**config.mk**
```make
export PLATFORM = sky130hd
export DESIGN_NAME = opt_timer
export DESIGN_NICKNAME = d
export VERILOG_FILES = /design/src/opt_pkg.sv /design/src/opt_prescaler.sv /design/src/opt_irq_ctrl.sv /design/src/opt_timer.sv
export SDC_FILE = /design/constraint.sdc
export NUM_CORES = 1
export LEC_CHECK = 0
export BUFFER_PORTS_ARGS = -buffer_cell sky130_fd_sc_hd__buf_2
export CORE_MARGIN = 8
export CORE_UTILIZATION = 60
export CTS_CLUSTER_SIZE = 24
export DETAILED_ROUTE_END_ITERATION = 10
export PLACE_DENSITY = 0.79
export SYNTH_ARGS = -nofsm -noshare
export SYNTH_HDL_FRONTEND = slang
export SYNTH_SLANG_ARGS = --single-unit
```
**constraint.sdc**
```tcl
create_clock -name sys_clk_in -period 7.94 [get_ports sys_clk_in]
set_clock_uncertainty 0.2 [all_clocks]
set_input_delay 1.191 -clock sys_clk_in [delete_from_list [all_inputs] [get_ports sys_clk_in]]
set_output_delay 1.191 -clock sys_clk_in [all_outputs]
set_load 0.1 [all_outputs]
```
**src/opt_pkg.sv**
```systemverilog
// opt_pkg: register map, field positions and constants of the one-shot / pwm timer
package opt_pkg;
  // ***************************************************************************
  // bus and widths
  // ***************************************************************************
  localparam int APB_AW = 8;
  localparam int APB_DW = 32;
  localparam int CNT_W = 16;
  localparam int HALF_W = 8;
  // ***************************************************************************
  // register offsets
  // ***************************************************************************
  localparam logic [7:0] ADDR_CTRL = 8'h00;
  localparam logic [7:0] ADDR_OSTART = 8'h04;
  localparam logic [7:0] ADDR_TIMER = 8'h08;
  localparam logic [7:0] ADDR_STATUS = 8'h0C;
  localparam logic [7:0] ADDR_IRQ_STAT = 8'h10;
  localparam logic [7:0] ADDR_IRQ_MASK = 8'h14;
  // ***************************************************************************
  // control fields
  // ***************************************************************************
  localparam int CTRL_W = 9;
  localparam logic [8:0] CTRL_RST = 9'h000;
  localparam int CTRL_START_BIT = 0;
  localparam int CTRL_MODE_BIT = 1;
  localparam int CTRL_PWM8_BIT = 2;
  localparam int CTRL_CLK_LSB = 3;
  localparam int CTRL_TRIG_PIN_BIT = 5;
  localparam int CTRL_TRIG_OVF_BIT = 6;
  localparam int CTRL_PULSE_OUT_BIT = 7;
  localparam int CTRL_GPIO_OUT_BIT = 8;
  localparam int OSTART_BIT = 0;
  // status fields
  localparam int STAT_RUN_BIT = 0;
  localparam int STAT_OUT_BIT = 1;
  localparam int STAT_PIN_BIT = 2;
  localparam int STAT_WAIT_BIT = 3;
  localparam int STAT_W = 4;
  // ***************************************************************************
  // count sources
  // ***************************************************************************
  localparam logic [1:0] CLK_F1 = 2'h0;
  localparam logic [1:0] CLK_F8 = 2'h1;
  localparam logic [1:0] CLK_F32 = 2'h2;
  localparam logic [1:0] CLK_SUBCLOCK_DIV32 = 2'h3;
  localparam int DIV_MAIN_A = 8;
  localparam int DIV_MAIN_B = 32;
  localparam int DIV_SUB = 32;
  // ***************************************************************************
  // interrupts and counter constants
  // ***************************************************************************
  localparam int IRQ_W = 2;
  localparam int IRQ_OS_BIT = 0;
  localparam int IRQ_PWM_BIT = 1;
  localparam logic [15:0] PWM16_LAST = 16'hFFFE;
  localparam logic [15:0] PWM8_LAST = 16'h00FE;
  localparam logic [15:0] TIMER_READ_VALUE = 16'h0000;
  localparam logic [15:0] CNT_ZERO = 16'h0000;
  localparam logic [15:0] CNT_ONE = 16'h0001;
  localparam logic [7:0] PRE_ZERO = 8'h00;
  typedef enum logic [1:0] {ST_STOP, ST_WAIT, ST_RUN} opt_state_type;
endpackage

```
**src/opt_prescaler.sv**
```systemverilog
// opt_prescaler: divides the main clock and the subclock into four count-source ticks
`timescale 1ns/1ps
`default_nettype none
module opt_prescaler #(
  parameter int DIV_A = opt_pkg::DIV_MAIN_A,
  parameter int DIV_B = opt_pkg::DIV_MAIN_B,
  parameter int DIV_S = opt_pkg::DIV_SUB
) (
  // clock and reset
  input wire logic sys_clk_in,
  input wire logic sys_rst_in,
  // selection
  input wire logic [1:0] clk_sel_in,
  input wire logic subclock_in,
  // tick
  output logic tick_out
);
  localparam int AW = $clog2(DIV_A);
  localparam int BW = $clog2(DIV_B);
  localparam int SW = $clog2(DIV_S);
  if (DIV_A < 2 || DIV_B < 2 || DIV_S < 2) begin : g_bad_div
    $error("opt_prescaler: divide ratios must be at least 2");
  end
  logic [AW-1:0] cnt_a_r;
  logic [BW-1:0] cnt_b_r;
  logic [SW-1:0] cnt_s_r;
  logic sub_q_r;
  logic tick_r;
  wire logic wrap_a = cnt_a_r == AW'(DIV_A - 1);
  wire logic wrap_b = cnt_b_r == BW'(DIV_B - 1);
  wire logic sub_rise = subclock_in & ~sub_q_r;
  wire logic wrap_s = sub_rise & (cnt_s_r == SW'(DIV_S - 1));
  wire logic tick_sel = (clk_sel_in == opt_pkg::CLK_F1) ? 1'b1 :
                        (clk_sel_in == opt_pkg::CLK_F8) ? wrap_a :
                        (clk_sel_in == opt_pkg::CLK_F32) ? wrap_b : wrap_s;
  // ***************************************************************************
  // free-running dividers, so a source change never waits on a stale count
  // ***************************************************************************
  always_ff @(posedge sys_clk_in) begin
    if (sys_rst_in) begin
      cnt_a_r <= '0;
      cnt_b_r <= '0;
      cnt_s_r <= '0;
      sub_q_r <= 1'b0;
      tick_r <= 1'b0;
    end else begin
      cnt_a_r <= wrap_a ? '0 : AW'(cnt_a_r + 1'b1);
      cnt_b_r <= wrap_b ? '0 : BW'(cnt_b_r + 1'b1);
      if (sub_rise) begin
        cnt_s_r <= wrap_s ? '0 : SW'(cnt_s_r + 1'b1);
      end
      sub_q_r <= subclock_in;
      tick_r <= tick_sel;
    end
  end
  assign tick_out = tick_r;
endmodule
`default_nettype wire

```
**src/opt_irq_ctrl.sv**
```systemverilog
// opt_irq_ctrl: sticky interrupt status, write-one-to-clear, with mask
`timescale 1ns/1ps
`default_nettype none
module opt_irq_ctrl #(
  parameter int W = opt_pkg::IRQ_W
) (
  // clock and reset
  input wire logic sys_clk_in,
  input wire logic sys_rst_in,
  // events and software access
  input wire logic [W-1:0] event_in,
  input wire logic clear_wr_in,
  input wire logic mask_wr_in,
  input wire logic [W-1:0] wdata_in,
  // state
  output logic [W-1:0] status_out,
  output logic [W-1:0] mask_out,
  output logic irq_out
);
  if (W < 1) begin : g_bad_w
    $error("opt_irq_ctrl: width must be at least 1");
  end
  logic [W-1:0] status_r;
  logic [W-1:0] mask_r;
  // set beats a clear landing in the same cycle
  for (genvar i = 0; i < W; i++) begin : g_bit
    always_ff @(posedge sys_clk_in) begin
      if (sys_rst_in) begin
        status_r[i] <= 1'b0;
      end else if (event_in[i]) begin
        status_r[i] <= 1'b1;
      end else if (clear_wr_in && wdata_in[i]) begin
        status_r[i] <= 1'b0;
      end
    end
  end
  always_ff @(posedge sys_clk_in) begin
    if (sys_rst_in) begin
      mask_r <= '0;
    end else if (mask_wr_in) begin
      mask_r <= wdata_in;
    end
  end
  assign status_out = status_r;
  assign mask_out = mask_r;
  assign irq_out = |(status_r & mask_r);
endmodule
`default_nettype wire

```
**src/opt_timer.sv**
```systemverilog
// opt_timer: 16-bit down-counting one-shot / pulse width modulation timer with apb slave
// Operation
// - one-shot counter decrements once per tick of the selected prescaled source
// - at zero the one-shot reloads the reload value, then halts
// - one-shot trigger while running reloads the counter and restarts
// - one-shot starts on pin trigger, timer overflow or one-shot start flag
// - one-shot stops after the zero reload, or when start flag cleared
// - one-shot raises its interrupt when the count reaches zero
// - pins act as gpio or as trigger input and pulse output
// - timer register reads return a fixed undefined value, never the count
// - timer write while stopped loads both reload register and counter
// - timer write while counting loads reload only, used at next reload
// - modulation counts down as 16-bit or prescaled 8-bit modulator
// - modulation reloads at each pulse rising edge and keeps counting
// - modulation ignores triggers while running
// - 16-bit modulation: high for n ticks within a 65535-tick cycle
// - 8-bit modulation: high n*(m+1) ticks within 255*(m+1) ticks
// - modulation starts on trigger, timer overflow or count start flag
// - modulation stops only when count start flag cleared; pin is pulse output
`timescale 1ns/1ps
`default_nettype none
module opt_timer #(
  parameter int CNT_W = opt_pkg::CNT_W
) (
  // clock and reset
  input wire logic sys_clk_in,
  input wire logic sys_rst_in,
  // apb slave
  input wire logic psel_in,
  input wire logic penable_in,
  input wire logic pwrite_in,
  input wire logic [7:0] paddr_in,
  input wire logic [31:0] pwdata_in,
  output logic [31:0] prdata_out,
  output logic pready_out,
  output logic pslverr_out,
  // pins and sources
  input wire logic timer_trigger_input_pin_in,
  input wire logic other_timer_overflow_in,
  input wire logic subclock_in,
  output logic timer_pulse_output_pin_out,
  // interrupt
  output logic irq_out
);
  if (CNT_W != 16) begin : g_bad_width
    $error("opt_timer: the 8-bit split needs a 16-bit counter");
  end
  // ***************************************************************************
  // apb decode
  // ***************************************************************************
  logic [opt_pkg::CTRL_W-1:0] ctrl_r;
  logic [15:0] reload_r;
  logic [15:0] cnt_r;
  logic [15:0] cnt_nxt;
  logic [15:0] cyc_r;
  logic [15:0] cyc_nxt;
  logic [7:0] pre_r;
  logic [7:0] pre_nxt;
  logic out_r;
  logic out_nxt;
  logic pin_q_r;
  logic pin_r;
  logic [31:0] prdata_r;
  logic [31:0] rd_data;
  opt_pkg::opt_state_type state_r;
  opt_pkg::opt_state_type state_nxt;
  logic os_done;
  logic pwm_fall;
  logic tick;
  logic [opt_pkg::IRQ_W-1:0] irq_stat;
  logic [opt_pkg::IRQ_W-1:0] irq_mask;
  wire logic bus_setup = psel_in & ~penable_in;
  wire logic bus_access = psel_in & penable_in;
  wire logic bus_wr = bus_access & pwrite_in;
  wire logic sel_ctrl = paddr_in == opt_pkg::ADDR_CTRL;
  wire logic sel_ostart = paddr_in == opt_pkg::ADDR_OSTART;
  wire logic sel_timer = paddr_in == opt_pkg::ADDR_TIMER;
  wire logic sel_status = paddr_in == opt_pkg::ADDR_STATUS;
  wire logic sel_istat = paddr_in == opt_pkg::ADDR_IRQ_STAT;
  wire logic sel_imask = paddr_in == opt_pkg::ADDR_IRQ_MASK;
  wire logic mapped = sel_ctrl | sel_ostart | sel_timer | sel_status | sel_istat | sel_imask;
  wire logic wr_ctrl = bus_wr & sel_ctrl;
  wire logic wr_timer = bus_wr & sel_timer;
  wire logic wr_istat = bus_wr & sel_istat;
  wire logic wr_imask = bus_wr & sel_imask;
  // ***************************************************************************
  // control fields and triggers
  // ***************************************************************************
  wire logic start_flag = ctrl_r[opt_pkg::CTRL_START_BIT];
  wire logic mode_pwm = ctrl_r[opt_pkg::CTRL_MODE_BIT];
  wire logic pwm8 = ctrl_r[opt_pkg::CTRL_PWM8_BIT];
  wire logic [1:0] clk_sel = ctrl_r[opt_pkg::CTRL_CLK_LSB +: 2];
  wire logic trig_pin_en = ctrl_r[opt_pkg::CTRL_TRIG_PIN_BIT];
  wire logic trig_ovf_en = ctrl_r[opt_pkg::CTRL_TRIG_OVF_BIT];
  wire logic pulse_out_en = ctrl_r[opt_pkg::CTRL_PULSE_OUT_BIT];
  wire logic gpio_out = ctrl_r[opt_pkg::CTRL_GPIO_OUT_BIT];
  wire logic pin_rise = timer_trigger_input_pin_in & ~pin_q_r;
  wire logic ext_trig = (trig_pin_en & pin_rise) | (trig_ovf_en & other_timer_overflow_in);
  wire logic need_trig = trig_pin_en | trig_ovf_en;
  wire logic os_start = bus_wr & sel_ostart & pwdata_in[opt_pkg::OSTART_BIT];
  wire logic os_trig = ext_trig | os_start;
  wire logic running = state_r == opt_pkg::ST_RUN;
  wire logic [15:0] hi_val = pwm8 ? {8'h00, reload_r[15:8]} : reload_r;
  wire logic [7:0] pre_val = reload_r[7:0];
  wire logic [15:0] cyc_last = pwm8 ? opt_pkg::PWM8_LAST : opt_pkg::PWM16_LAST;
  wire logic pre_zero = pre_r == opt_pkg::PRE_ZERO;
  wire logic pwm_tick = tick & (~pwm8 | pre_zero);
  wire logic pin_sel = mode_pwm | pulse_out_en;
  opt_prescaler u_prescaler (
    .sys_clk_in(sys_clk_in),
    .sys_rst_in(sys_rst_in),
    .clk_sel_in(clk_sel),
    .subclock_in(subclock_in),
    .tick_out(tick)
  );
  // ***************************************************************************
  // counter and state
  // ***************************************************************************
  always_comb begin
    state_nxt = state_r;
    cnt_nxt = cnt_r;
    cyc_nxt = cyc_r;
    pre_nxt = pre_r;
    out_nxt = out_r;
    os_done = 1'b0;
    pwm_fall = 1'b0;
    case (state_r)
      opt_pkg::ST_STOP: begin
        out_nxt = 1'b0;
        if (start_flag) begin
          state_nxt = opt_pkg::ST_WAIT;
        end
      end
      opt_pkg::ST_WAIT: begin
        out_nxt = 1'b0;
        if (!start_flag) begin
          state_nxt = opt_pkg::ST_STOP;
        end else if (!mode_pwm && os_trig) begin
          state_nxt = opt_pkg::ST_RUN;
          cnt_nxt = reload_r;
          out_nxt = 1'b1;
        end else if (mode_pwm && (!need_trig || ext_trig)) begin
          state_nxt = opt_pkg::ST_RUN;
          cnt_nxt = hi_val;
          cyc_nxt = cyc_last;
          pre_nxt = pre_val;
          out_nxt = hi_val != opt_pkg::CNT_ZERO;
        end
      end
      opt_pkg::ST_RUN: begin
        if (!start_flag) begin
          state_nxt = opt_pkg::ST_STOP;
          out_nxt = 1'b0;
        end else if (!mode_pwm) begin
          if (os_trig) begin
            cnt_nxt = reload_r;
            out_nxt = 1'b1;
          end else if (tick) begin
            if (cnt_r <= opt_pkg::CNT_ONE) begin
              cnt_nxt = reload_r;
              out_nxt = 1'b0;
              os_done = 1'b1;
              state_nxt = opt_pkg::ST_WAIT;
            end else begin
              cnt_nxt = 16'(cnt_r - 1'b1);
            end
          end
        end else begin
          // triggers are not looked at here: a running modulator ignores them
          if (tick && pwm8) begin
            pre_nxt = pre_zero ? pre_val : 8'(pre_r - 1'b1);
          end
          if (pwm_tick) begin
            if (cyc_r == opt_pkg::CNT_ZERO) begin
              cyc_nxt = cyc_last;
              cnt_nxt = hi_val;
              out_nxt = hi_val != opt_pkg::CNT_ZERO;
            end else begin
              cyc_nxt = 16'(cyc_r - 1'b1);
              if (cnt_r != opt_pkg::CNT_ZERO) begin
                cnt_nxt = 16'(cnt_r - 1'b1);
                out_nxt = cnt_r != opt_pkg::CNT_ONE;
                pwm_fall = cnt_r == opt_pkg::CNT_ONE;
              end
            end
          end
        end
      end
      default: begin
        state_nxt = opt_pkg::ST_STOP;
        out_nxt = 1'b0;
      end
    endcase
    if (wr_timer && !running) begin
      cnt_nxt = pwdata_in[15:0];
    end
  end
  always_ff @(posedge sys_clk_in) begin
    if (sys_rst_in) begin
      state_r <= opt_pkg::ST_STOP;
      cnt_r <= opt_pkg::CNT_ZERO;
      cyc_r <= opt_pkg::CNT_ZERO;
      pre_r <= opt_pkg::PRE_ZERO;
      out_r <= 1'b0;
    end else begin
      state_r <= state_nxt;
      cnt_r <= cnt_nxt;
      cyc_r <= cyc_nxt;
      pre_r <= pre_nxt;
      out_r <= out_nxt;
    end
  end
  // ***************************************************************************
  // registers and pins
  // ***************************************************************************
  always_ff @(posedge sys_clk_in) begin
    if (sys_rst_in) begin
      ctrl_r <= opt_pkg::CTRL_RST;
      reload_r <= opt_pkg::CNT_ZERO;
      pin_q_r <= 1'b0;
      pin_r <= 1'b0;
    end else begin
      if (wr_ctrl) begin
        ctrl_r <= pwdata_in[opt_pkg::CTRL_W-1:0];
      end
      if (wr_timer) begin
        reload_r <= pwdata_in[15:0];
      end
      pin_q_r <= timer_trigger_input_pin_in;
      pin_r <= pin_sel ? out_r : gpio_out;
    end
  end
  // ***************************************************************************
  // read path: data captured in the setup cycle, zero wait states
  // ***************************************************************************
  always_comb begin
    rd_data = 32'h0000_0000;
    if (sel_ctrl) begin
      rd_data[opt_pkg::CTRL_W-1:0] = ctrl_r;
    end else if (sel_timer) begin
      rd_data[15:0] = opt_pkg::TIMER_READ_VALUE;
    end else if (sel_status) begin
      rd_data[opt_pkg::STAT_RUN_BIT] = running;
      rd_data[opt_pkg::STAT_OUT_BIT] = out_r;
      rd_data[opt_pkg::STAT_PIN_BIT] = timer_trigger_input_pin_in;
      rd_data[opt_pkg::STAT_WAIT_BIT] = state_r == opt_pkg::ST_WAIT;
    end else if (sel_istat) begin
      rd_data[opt_pkg::IRQ_W-1:0] = irq_stat;
    end else if (sel_imask) begin
      rd_data[opt_pkg::IRQ_W-1:0] = irq_mask;
    end
  end
  always_ff @(posedge sys_clk_in) begin
    if (sys_rst_in) begin
      prdata_r <= 32'h0000_0000;
    end else if (bus_setup && !pwrite_in) begin
      prdata_r <= rd_data;
    end
  end
  assign prdata_out = prdata_r;
  assign pready_out = 1'b1;
  assign pslverr_out = bus_access & ~mapped;
  assign timer_pulse_output_pin_out = pin_r;
  opt_irq_ctrl u_irq (
    .sys_clk_in(sys_clk_in),
    .sys_rst_in(sys_rst_in),
    .event_in({pwm_fall, os_done}),
    .clear_wr_in(wr_istat),
    .mask_wr_in(wr_imask),
    .wdata_in(pwdata_in[opt_pkg::IRQ_W-1:0]),
    .status_out(irq_stat),
    .mask_out(irq_mask),
    .irq_out(irq_out)
  );

  wire logic os_run = running & ~mode_pwm & start_flag;
  wire logic pwm_run = running & mode_pwm & start_flag;
endmodule
`default_nettype wire

```
==> results of run 1 <==
sequential cells by signal, summed over array words and instances (netlist names), 2 cells and up:
| signal | count |
|---|---|
| state_r | 2 |
| reload_r | 16 |
| pre_r | 8 |
| prdata_out | 9 |
| ctrl_r | 9 |
| u_prescaler.cnt_s_r | 5 |
| u_irq.status_out | 2 |
| u_prescaler.cnt_a_r | 3 |
| u_irq.mask_out | 2 |
| cnt_r | 16 |
| cyc_r | 16 |
| u_prescaler.cnt_b_r | 5 |
layout by cell type (no fill, tap or decap), drive strengths merged, types with 6 or more instances in the layout:
| cell type | instances |
|---|---|
| nor3b | 9 |
| buf | 45 |
| nor2 | 80 |
| inv | 19 |
| nor3 | 35 |
| xnor2 | 7 |
| ha | 17 |
| mux2 | 8 |
| a221oi | 8 |
| a21o | 9 |
| o21ai | 49 |
| and3 | 10 |
| a211oi | 15 |
| nor2b | 7 |
| conb | 24 |
| clkbuf | 10 |
| nand2b | 6 |
| dfxtp | 98 |
| a311oi | 10 |
| a21oi | 76 |
| nand4 | 8 |
| mux2i | 12 |
| o31ai | 10 |
| nor4 | 14 |
| nand2 | 98 |
| nand3 | 28 |
| a22oi | 6 |
layout make-up:
class	instances	area (um2)
Multi-Input combinational cell	621	3730
Fill cell	872	3393
Sequential cell	98	1962
Timing Repair Buffer	45	232.7
Tap cell	133	166.4
Clock buffer	10	137.6
Clock inverter	5	85.08
Inverter	18	67.56
where the power goes:
part / leakage [nW] / internal (mW) / switching, mW
logic: 1.58 / 0.0179 / 0.0891
registers: 0.792 / 0.497 / 0.00395
clock network: 0.115 / 0.187 / 0.178
per-layer routing:
metal	up-vias	GRT usage [%]
li1	2823	-
met5	-	0
met3	43	6.153
met4	0	10.29
met1	2779	31.33
met2	339	40.22
final timing paths:
| check | start | endpoint | slack [ps] |
|---|---|---|---|
| max | paddr_in[1] | pslverr_out | 3580 |
| min reg2reg | u_prescaler.cnt_a_r[0] | u_prescaler.cnt_a_r[0] | 250 |
| max reg2reg | cyc_r[0] | cnt_r[12] | 3860 |
| min | u_prescaler.cnt_a_r[0] | u_prescaler.cnt_a_r[0] | 250 |
worst register-to-register path, stage by stage, from the launching register on:
cell and delay (ps):
dfxtp_1 340, inv_1 80, ha_1 240, nor4b_1 290
nand4_1 790, a21o_1 420, a222oi_1 970, a21oi_1 170
a2111oi_1 460
cells by family (layout without fill, tap and decap cells):
family          after synthesis  after routing  share of synthesized area (%)
compound gates              220            220                          23.76
mux                          20             20                          3.483
fa+ha+maj                    17             17                          3.524
xor+xnor                     11             11                          1.596
flops                        98             98                          32.50
simple gates                329            329                          27.86
other cells                   2             24                         0.1244
buf+inv                      89             78                          7.152
through the flow:
stage / utilization (%) / area [um2]
final: 65.28 / 6381
after global routing: 65.28 / 6381
after CTS: 65.28 / 6381
after detailed placement: 63.01 / 6158
after global placement: 63.01 / 6158
after floorplan: - / 6118
==> reports/metrics.csv, run 1 <==
stage,metric,value,unit
grt,overflow,0,
place,post-place-cells,915,
synth,synth_commonest_cells,"98 x dfxtp_1, 97 x nand2_1, 80 x nor2_1",
synth,yosysTopAreaCellShare,32.50,%
critical_path,crit_chain,"buf_2, or4_4, nor4b_1, nor3_1, buf_2",
sta,setup_slack,3576,ps
route,dr.pass1.iters,6,
critical_path,critPathRequiredTime,6550,ps
clock_tree,cts_buffers,9,
route,first_iter_violations,557,
pwr,p_per_area,152.4,mW/mm2
synth,yosysMostFrequentCell,dfxtp_1,
synth,synth_cell_types,79,
route,wirelength,16720,um
route,ant_nets,0,
clock_tree,htreeDepth,3,
synth,syn_area_per_cell,7.679,um2
place,gp_congestion,0.9667,
sta,drv_slew,0,
sta,fin_crit_sh,54.96,%
synth,synth_flop_cell,dfxtp_1,
grt,antenna_found_initial,0,
final_layout,diodes,0,
sta,rsz0062_at_grt,no,
floorplanning,rows,36,
route,met1_length,6850,um
floorplanning,fp.dieH,116.3,um
clock_tree,clock-sinks,98,
sta,whs,248.5,ps
clock_tree,cts-root-buf,clkbuf_8,
floorplanning,ios,84,
job,cap_violations,0,
clock_tree,cts_tree,built,
floorplanning,die_area,0.01352,mm2
synth,synth.ff_latch_count,98,
critical_path,slowest_stage,nor4b_1,
synth,synthCells,786,
critical_path,arrival,2970,ps
route,viasPerCell,6.434,
sta,timing.final.setup_violations,0,
final_layout,nNetsFinal,858,
route,vias,5984,
run_status,status,"finished, final reports clean",
floorplanning,die_w,116.3,um
grt,grt_pass1_wl,27280,um
synth,syn_area,0.006036,mm2
route,top_layer,met4,
pwr,power,0.9727,mW
critical_path,critPathBufInv,2,
critical_path,cpPeakStageDelay,660,ps
critical_path,cp-start-kind,input port,
final_layout,drive_gt1_share,11.67,%
grt,grt_pass1_vias,5579,
clock_tree,post_cts_resized,0,
critical_path,crit_cells,5,
floorplanning,coreArea,0.009774,mm2
route,drc,0,
route,routed-wl-met3,1777,um
place,dp_slack,3399,ps
floorplanning,initial_utilization,61.75,%
sta,setup_tns,0,ps
hold_path,min_delay_path_depth,1,
critical_path,cpMostUsedCell,buf_2,
critical_path,critPathMaxFanout,4,
pwr,leakage,2.488,nW
critical_path,worstSetupPathType,in2out,
clock_tree,cts_setup_buffers,0,
grt,track_usage,25.01,%
critical_path,reg2reg_depth,8,
sta,relSlewSlack,21.43,%
place,portBuffers,43,
route,wl_met2,7700,um
clock_tree,clockBufferDepth,2,
synth,synth_edf_count,0,
sta,clock.fmax,229.2,MHz
clock_tree,clkSlewWorstSetupHoldPaths,90,ps
sta,fin_crit,4364,ps
sta,worst_pin_slew,1179,ps
synth,synth-async-reset-ratio,0,%
final_layout,finalNonFillerCells,930,
synth,ys_top_cells_by_area,"dfxtp_1 33%, a21oi_1 6.3%, nand2_1 6.0%, nor2_1 5.0%, o21ai_0 3.9%",
clock_tree,hold_buffers,0,
route,wl_per_cell,17.98,um
pwr,ir_worst_vdd,0.1114,mV
synth,yosysSeqAreaShare,32.50,%
synth,yosys.area.top_type,dfxtp_1,
synth,yosysWarnings,0,
clock_tree,clk-insertion-delay-late,370,ps
critical_path,worstSetupEndpointType,primary output,
hold_path,hold_path_class,reg2reg,
place,dp_hpwl,11750,um
critical_path,cp_top_family,simple AND/OR/NAND/NOR gates,
final_layout,syn2layout_area_growth,5.721,%
grt,grt_max_degree,103,
sta,hold_viol,0,
No activity file was read; power rests on OpenSTA's default activity.
==> run 2, diff against run 1 <==
ABC_AREA = 1   (was not set)
CORE_UTILIZATION = 53   (was 60)
PLACE_DENSITY = 0.73   (was 0.79)
clock period = 3.6 ns   (was 7.94 ns; I/O delays follow)
==> reports/metrics.csv, run 2 <==
stage,metric,value,unit
grt,antenna_found_initial,0,
critical_path,reg2reg_depth,9,
synth,synth-async-reset-ratio,0,%
pwr,leakage,3.512,nW
pwr,p_per_area,363.1,mW/mm2
floorplanning,fp.dieH,128.2,um
sta,timing.final.setup_violations,0,
clock_tree,cts_setup_buffers,0,
synth,ys_top_cells_by_area,"dfxtp_1 29%, nand2_1 14%, nand3_1 8.7%, nor2_1 7.9%, inv_1 6.1%",
final_layout,reg_top3,"cnt_r (16), cyc_r (16), reload_r (16)",
critical_path,arrival,2650,ps
synth,yosysSeqAreaShare,29.38,%
grt,track_usage,22.71,%
job,cap_violations,0,
synth,synth_edf_count,0,
final_layout,drive_gt1_share,11.09,%
clock_tree,clockBufferDepth,2,
critical_path,critPathRequiredTime,3680,ps
sta,fin_crit_sh,71.12,%
final_layout,fillCellCount,1273,
hold_path,min_delay_path_depth,3,
pwr,ir_worst_vdd,0.2019,mV
grt,grt_pass1_wl,30260,um
clock_tree,cts_buffers,9,
clock_tree,clkSlewWorstSetupHoldPaths,70,ps
floorplanning,initial_utilization,53.57,%
critical_path,r2r_slack,1040,ps
route,drc,0,
final_layout,layout_commonest_cell,nand2_1,
route,dr.pass1.iters,5,
clock_tree,cts-root-buf,clkbuf_16,
run_status,status,"finished, final reports clean",
synth,yosys.area.top_type,dfxtp_1,
critical_path,critPathBufInv,3,
final_layout,diodes,0,
clock_tree,htreeDepth,3,
final_layout,multiInputGateArea,0.003984,mm2
route,vias,6810,
final_layout,finish.instance_area,0.007221,mm2
critical_path,crit_chain,"inv_1, ha_1, inv_2, nor2_2, nor3_1, nand2_1, inv_1, o211ai_1, a21oi_1",
floorplanning,die_area,0.01645,mm2
sta,rsz0062_at_grt,no,
critical_path,cp_top_family,simple AND/OR/NAND/NOR gates,
clock_tree,cts_tree,built,
sta,worst_pin_slew,886.0,ps
synth,synth.ff_latch_count,98,
floorplanning,coreArea,0.01247,mm2
route,wirelength,18450,um
synth,synthCells,1068,
synth,yosysTopAreaCellShare,29.38,%
clock_tree,clk-insertion-delay-late,360,ps
synth,yosysMostFrequentCell,nand2_1,
critical_path,r2r-start,state_r[0],
final_layout,final_cell_mix,"254 x nand2_1, 140 x nor2_1, 116 x nand3_1",
hold_path,hold_path_class,in2reg,
synth,synth_commonest_cells,"254 x nand2_1, 140 x nor2_1, 116 x nand3_1",
critical_path,critPathMaxFanout,13,
grt,grt_max_degree,40,
synth,yosysWarnings,0,
clock_tree,post_cts_resized,0,
sta,setup_tns,0,ps
hold_path,min_to,u_prescaler.sub_q_r,
final_layout,syn2layout_area_growth,8.132,%
place,portBuffers,43,
place,placedInstanceArea,0.006923,mm2
sta,drv_slew,0,
critical_path,worstSetupPathType,reg2reg,
critical_path,cpMostUsedCell,inv_1,
critical_path,cp-start-kind,register,
place,dp_hpwl,13410,um
floorplanning,ios,84,
synth,synth_cell_types,48,
clock_tree,hold_buffers,0,
sta,whs,196.6,ps
sta,hold_viol,0,
critical_path,slowest_stage,dfxtp_1,
synth,syn_area_per_cell,6.252,um2
grt,overflow,0,
critical_path,worstSetupEndpointType,register,
final_layout,nNetsFinal,1160,
sta,clock.fmax,390.6,MHz
sta,relSlewSlack,40.67,%
route,first_iter_violations,664,
synth,syn_area,0.006678,mm2
floorplanning,die_w,128.2,um
sta,fin_crit,2560,ps
route,ant_nets,0,
grt,grt_pass1_vias,6228,
critical_path,cpPeakStageDelay,390,ps
clock_tree,clock-sinks,98,
place,gp_congestion,0.9734,
route,viasPerCell,5.354,
final_layout,ff_latch_area,0.001962,mm2
hold_path,worstHoldStart,subclock_in,
route,wl_per_cell,14.51,um
floorplanning,rows,41,
critical_path,r2r_end,pre_r[2],
synth,synth_flop_cell,dfxtp_1,
-- run 2: final cells by class --
class,instances,share of cell area (%)
Sequential cell,98,27.17
Multi-Input combinational cell,811,55.17
Inverter,119,6.221
Timing Repair Buffer,56,4.332
Clock buffer,11,3.500
Clock inverter,5,0.6238
Tap cell,172,2.980
-- run 2: power by group --
group,internal (mW),switching [mW]
Combinational,0.113,0.405
Clock,0.518,0.452
Sequential,1.11,0.0239
-- run 2: layer usage --
layer | share of wire (%) | track usage, %
met1 | 44 | 29.26
met2 | 46 | 36.46
met3 | 6.4 | 3.411
met4 | 3.3 | 10.56
met5 | 0 | 0
-- run 2: per-stage QoR --
stage | instances | utilization, % | worst slack (ps) | power, mW
floorplan | 1090 | - | 181.4 | 1.563
detailed placement | 1256 | 55.54 | 895.4 | 1.670
finish | 1272 | 57.92 | 1040 | 2.622
CTS | 1272 | 57.92 | 1028 | 2.640
global route | 1272 | 57.92 | 733.6 | 2.732
global placement | 1256 | 55.54 | 881.7 | 1.669
-- run 2: worst min-delay path: cells and delay by family --
kind	cells	cell delay, ps
buffers and inverters	2	110
AND/OR/NAND/NOR	1	70
-- run 2: cell families (layout without fill, tap and decap cells) --
kind of cell             count (synthesis)  in the layout  synth area share, %
buffers and inverters                  181            191                12.29
XOR/XNOR                                14             14                1.836
AO/OA/AOI/OAI                          169            169                14.78
flip-flops                              98             98                29.38
other                                    2             24               0.1125
adder cells (fa/ha/maj)                 17             17                3.185
AND/OR/NAND/NOR                        587            587                38.41
-- run 2: how the worst max path moves through the flow --
stage          slack [ps]     endpoint  depth (start not counted)        start
4_1_cts              1030     pre_r[2]                          9   state_r[0]
2_1_floorplan         180  pslverr_out                          4  paddr_in[2]
3_5_place_dp          900     cnt_r[6]                         12  paddr_in[7]
6_report             1040     pre_r[2]                          9   state_r[0]
3_3_place_gp          880     cnt_r[6]                         12  paddr_in[7]
5_1_grt               730     pre_r[7]                          9   state_r[0]
==> run 3, diff against run 2 <==
CORE_UTILIZATION = 59   (was 53)
PLACE_DENSITY = 0.77   (was 0.73)
clock period = 2.6 ns   (was 3.6 ns; I/O delays follow)
==> reports/metrics.csv, run 3 (synthesis gave the netlist of run 2 again) <==
stage,metric,value,unit
job,cap_violations,0,
sta,worst_pin_slew,729.3,ps
floorplanning,die_w,122.4,um
pwr,p_per_area,501.9,mW/mm2
clock_tree,clock-sinks,98,
final_layout,finalCoreUtilization,65.32,%
place,dp_hpwl,13400,um
sta,rsz0062_at_grt,no,
floorplanning,initial_utilization,59.50,%
clock_tree,clk-insertion-delay-late,360,ps
sta,fin_crit,2344,ps
clock_tree,cts-root-buf,clkbuf_16,
clock_tree,post_cts_resized,0,
place,gp_congestion,0.9158,
critical_path,critPathRequiredTime,2690,ps
sta,setup_tns,0,ps
grt,overflow,0,
place,portBuffers,43,
pwr,swShare,35.18,%
route,wirelength,18410,um
route,viasPerCell,5.429,
hold_path,hold_path_class,in2reg,
final_layout,layout_commonest_cell,nand2_1,
pwr,power_frac_comb,20.0,%
critical_path,cpMostUsedCell,nand2_1,
route,dr.pass1.iters,7,
sta,relSlewSlack,51.08,%
route,wl_per_cell,14.63,um
final_layout,syn2layout_area_growth,9.781,%
floorplanning,coreArea,0.01122,mm2
clock_tree,cts_setup_buffers,0,
sta,drv_slew,0,
route,ant_nets,0,
critical_path,critPathMaxFanout,16,
critical_path,cp-start-kind,register,
critical_path,r2r-start,state_r[0],
floorplanning,die_area,0.01498,mm2
critical_path,cpPeakStageDelay,390,ps
grt,grt_pass1_wl,30860,um
sta,whs,69.42,ps
floorplanning,ios,84,
critical_path,crit_chain,"inv_1, ha_1, inv_2, nand3_2, nand2_1, nand2_1, inv_2, nand2_2, nor3_1, nand2_1, a21oi_2",
pwr,leakage,3.601,nW
final_layout,multiInputGateArea,0.003996,mm2
sta,timing.final.setup_violations,0,
pwr,p_int,2.385,mW
hold_path,worstHoldStart,timer_trigger_input_pin_in,
route,vias,6835,
critical_path,startpoint,state_r[0],
clock_tree,cts_tree,built,
floorplanning,rows,39,
clock_tree,htreeDepth,3,
clock_tree,clkSlewWorstSetupHoldPaths,80,ps
route,first_iter_violations,720,
run_status,status,"finished, final reports clean",
critical_path,worstSetupEndpointType,register,
grt,grt_pass1_vias,6383,
clock_tree,clockBufferDepth,2,
final_layout,final_cell_mix,"254 x nand2_1, 140 x nor2_1, 116 x nand3_1",
pwr,pwr-share-seq,42.7,%
grt,grt_max_degree,41,
sta,fin_crit_sh,90.14,%
final_layout,ff_latch_area,0.001962,mm2
route,drc,0,
grt,antenna_found_initial,0,
grt,track_usage,25.41,%
critical_path,slowest_stage,dfxtp_1,
pwr,power_frac_clock,37.3,%
final_layout,fillCellCount,1118,
floorplanning,fp.dieH,122.4,um
sta,hold_viol,0,
final_layout,drive_gt1_share,12.37,%
pwr,p_sw,1.294,mW
final_layout,diodes,0,
clock_tree,hold_buffers,0,
sta,clock.fmax,426.7,MHz
final_layout,reg_top3,"cnt_r (16), cyc_r (16), reload_r (16)",
clock_tree,cts_buffers,9,
pwr,ir_worst_vdd,0.5453,mV
critical_path,worstSetupPathType,reg2reg,
critical_path,arrival,2430,ps
final_layout,nNetsFinal,1176,
[run 3: cell count changes in the layout (fill, tap and decap cells not counted), sizes merged]
cell / before / now
clkinvlp: 1 / 0
clkbuf: 11 / 9
buf: 56 / 72
inv: 119 / 122
[run 3: path summary, 6_finish.rpt]
path	endpoint	slack (ps)	cells past startpoint
setup / recovery	cnt_r[2]	260	11
hold / removal	pin_q_r	70	3
setup reg to reg	cnt_r[2]	260	11
hold reg to reg	u_prescaler.cnt_a_r[0]	220	1
[run 3: critical path: cells and delay by family, from the launching register on]
family	cells	cell delay [ps]
DFF	1	390
adders and majority gates	1	240
and+or+nand+nor	6	1000
buffers and inverters	3	320
AOI/OAI and AO/OA	1	130
[run 3: per-stage QoR]
stage / std cells / total power [mW] / area (um2) / setup slack [ps]
2_1_floorplan: 1090 / 2.166 / 6779 / 224.5
3_3_place_gp: 1243 / 2.312 / 7032 / 236.6
3_5_place_dp: 1243 / 2.321 / 7032 / 203.0
4_1_cts: 1259 / 3.687 / 7331 / 331.1
5_1_grt: 1259 / 3.806 / 7331 / 119.7
6_report: 1259 / 3.679 / 7331 / 256.3
[run 3: power by group through the flow]
stage | clock network [mW] | registers [mW] | logic [mW]
after floorplan | 0 | 1.64 | 0.522
after global placement | 0 | 1.60 | 0.709
after detailed placement | 0 | 1.60 | 0.717
after CTS | 1.39 | 1.57 | 0.727
after global routing | 1.44 | 1.57 | 0.786
final | 1.37 | 1.57 | 0.737
[run 3: metal layers]
layer  part of all wire, %  up-vias  track usage [%]
li1                      -     3517                -
met2                    46      229            40.86
met1                    44     3051            32.78
met5                     0        -                0
met4                   2.8        0            10.51
met3                   7.0       38            4.922
[run 3: cell type report]
class                   instances  share of cell area (%)
repair buffers                 72                   6.076
clock buffers                   9                   3.072
well taps                     143                   2.441
inverters                     119                   6.127
multi-input cells             811                   54.51
clock inverters                 7                   1.007
flip-flops and latches         98                   26.76
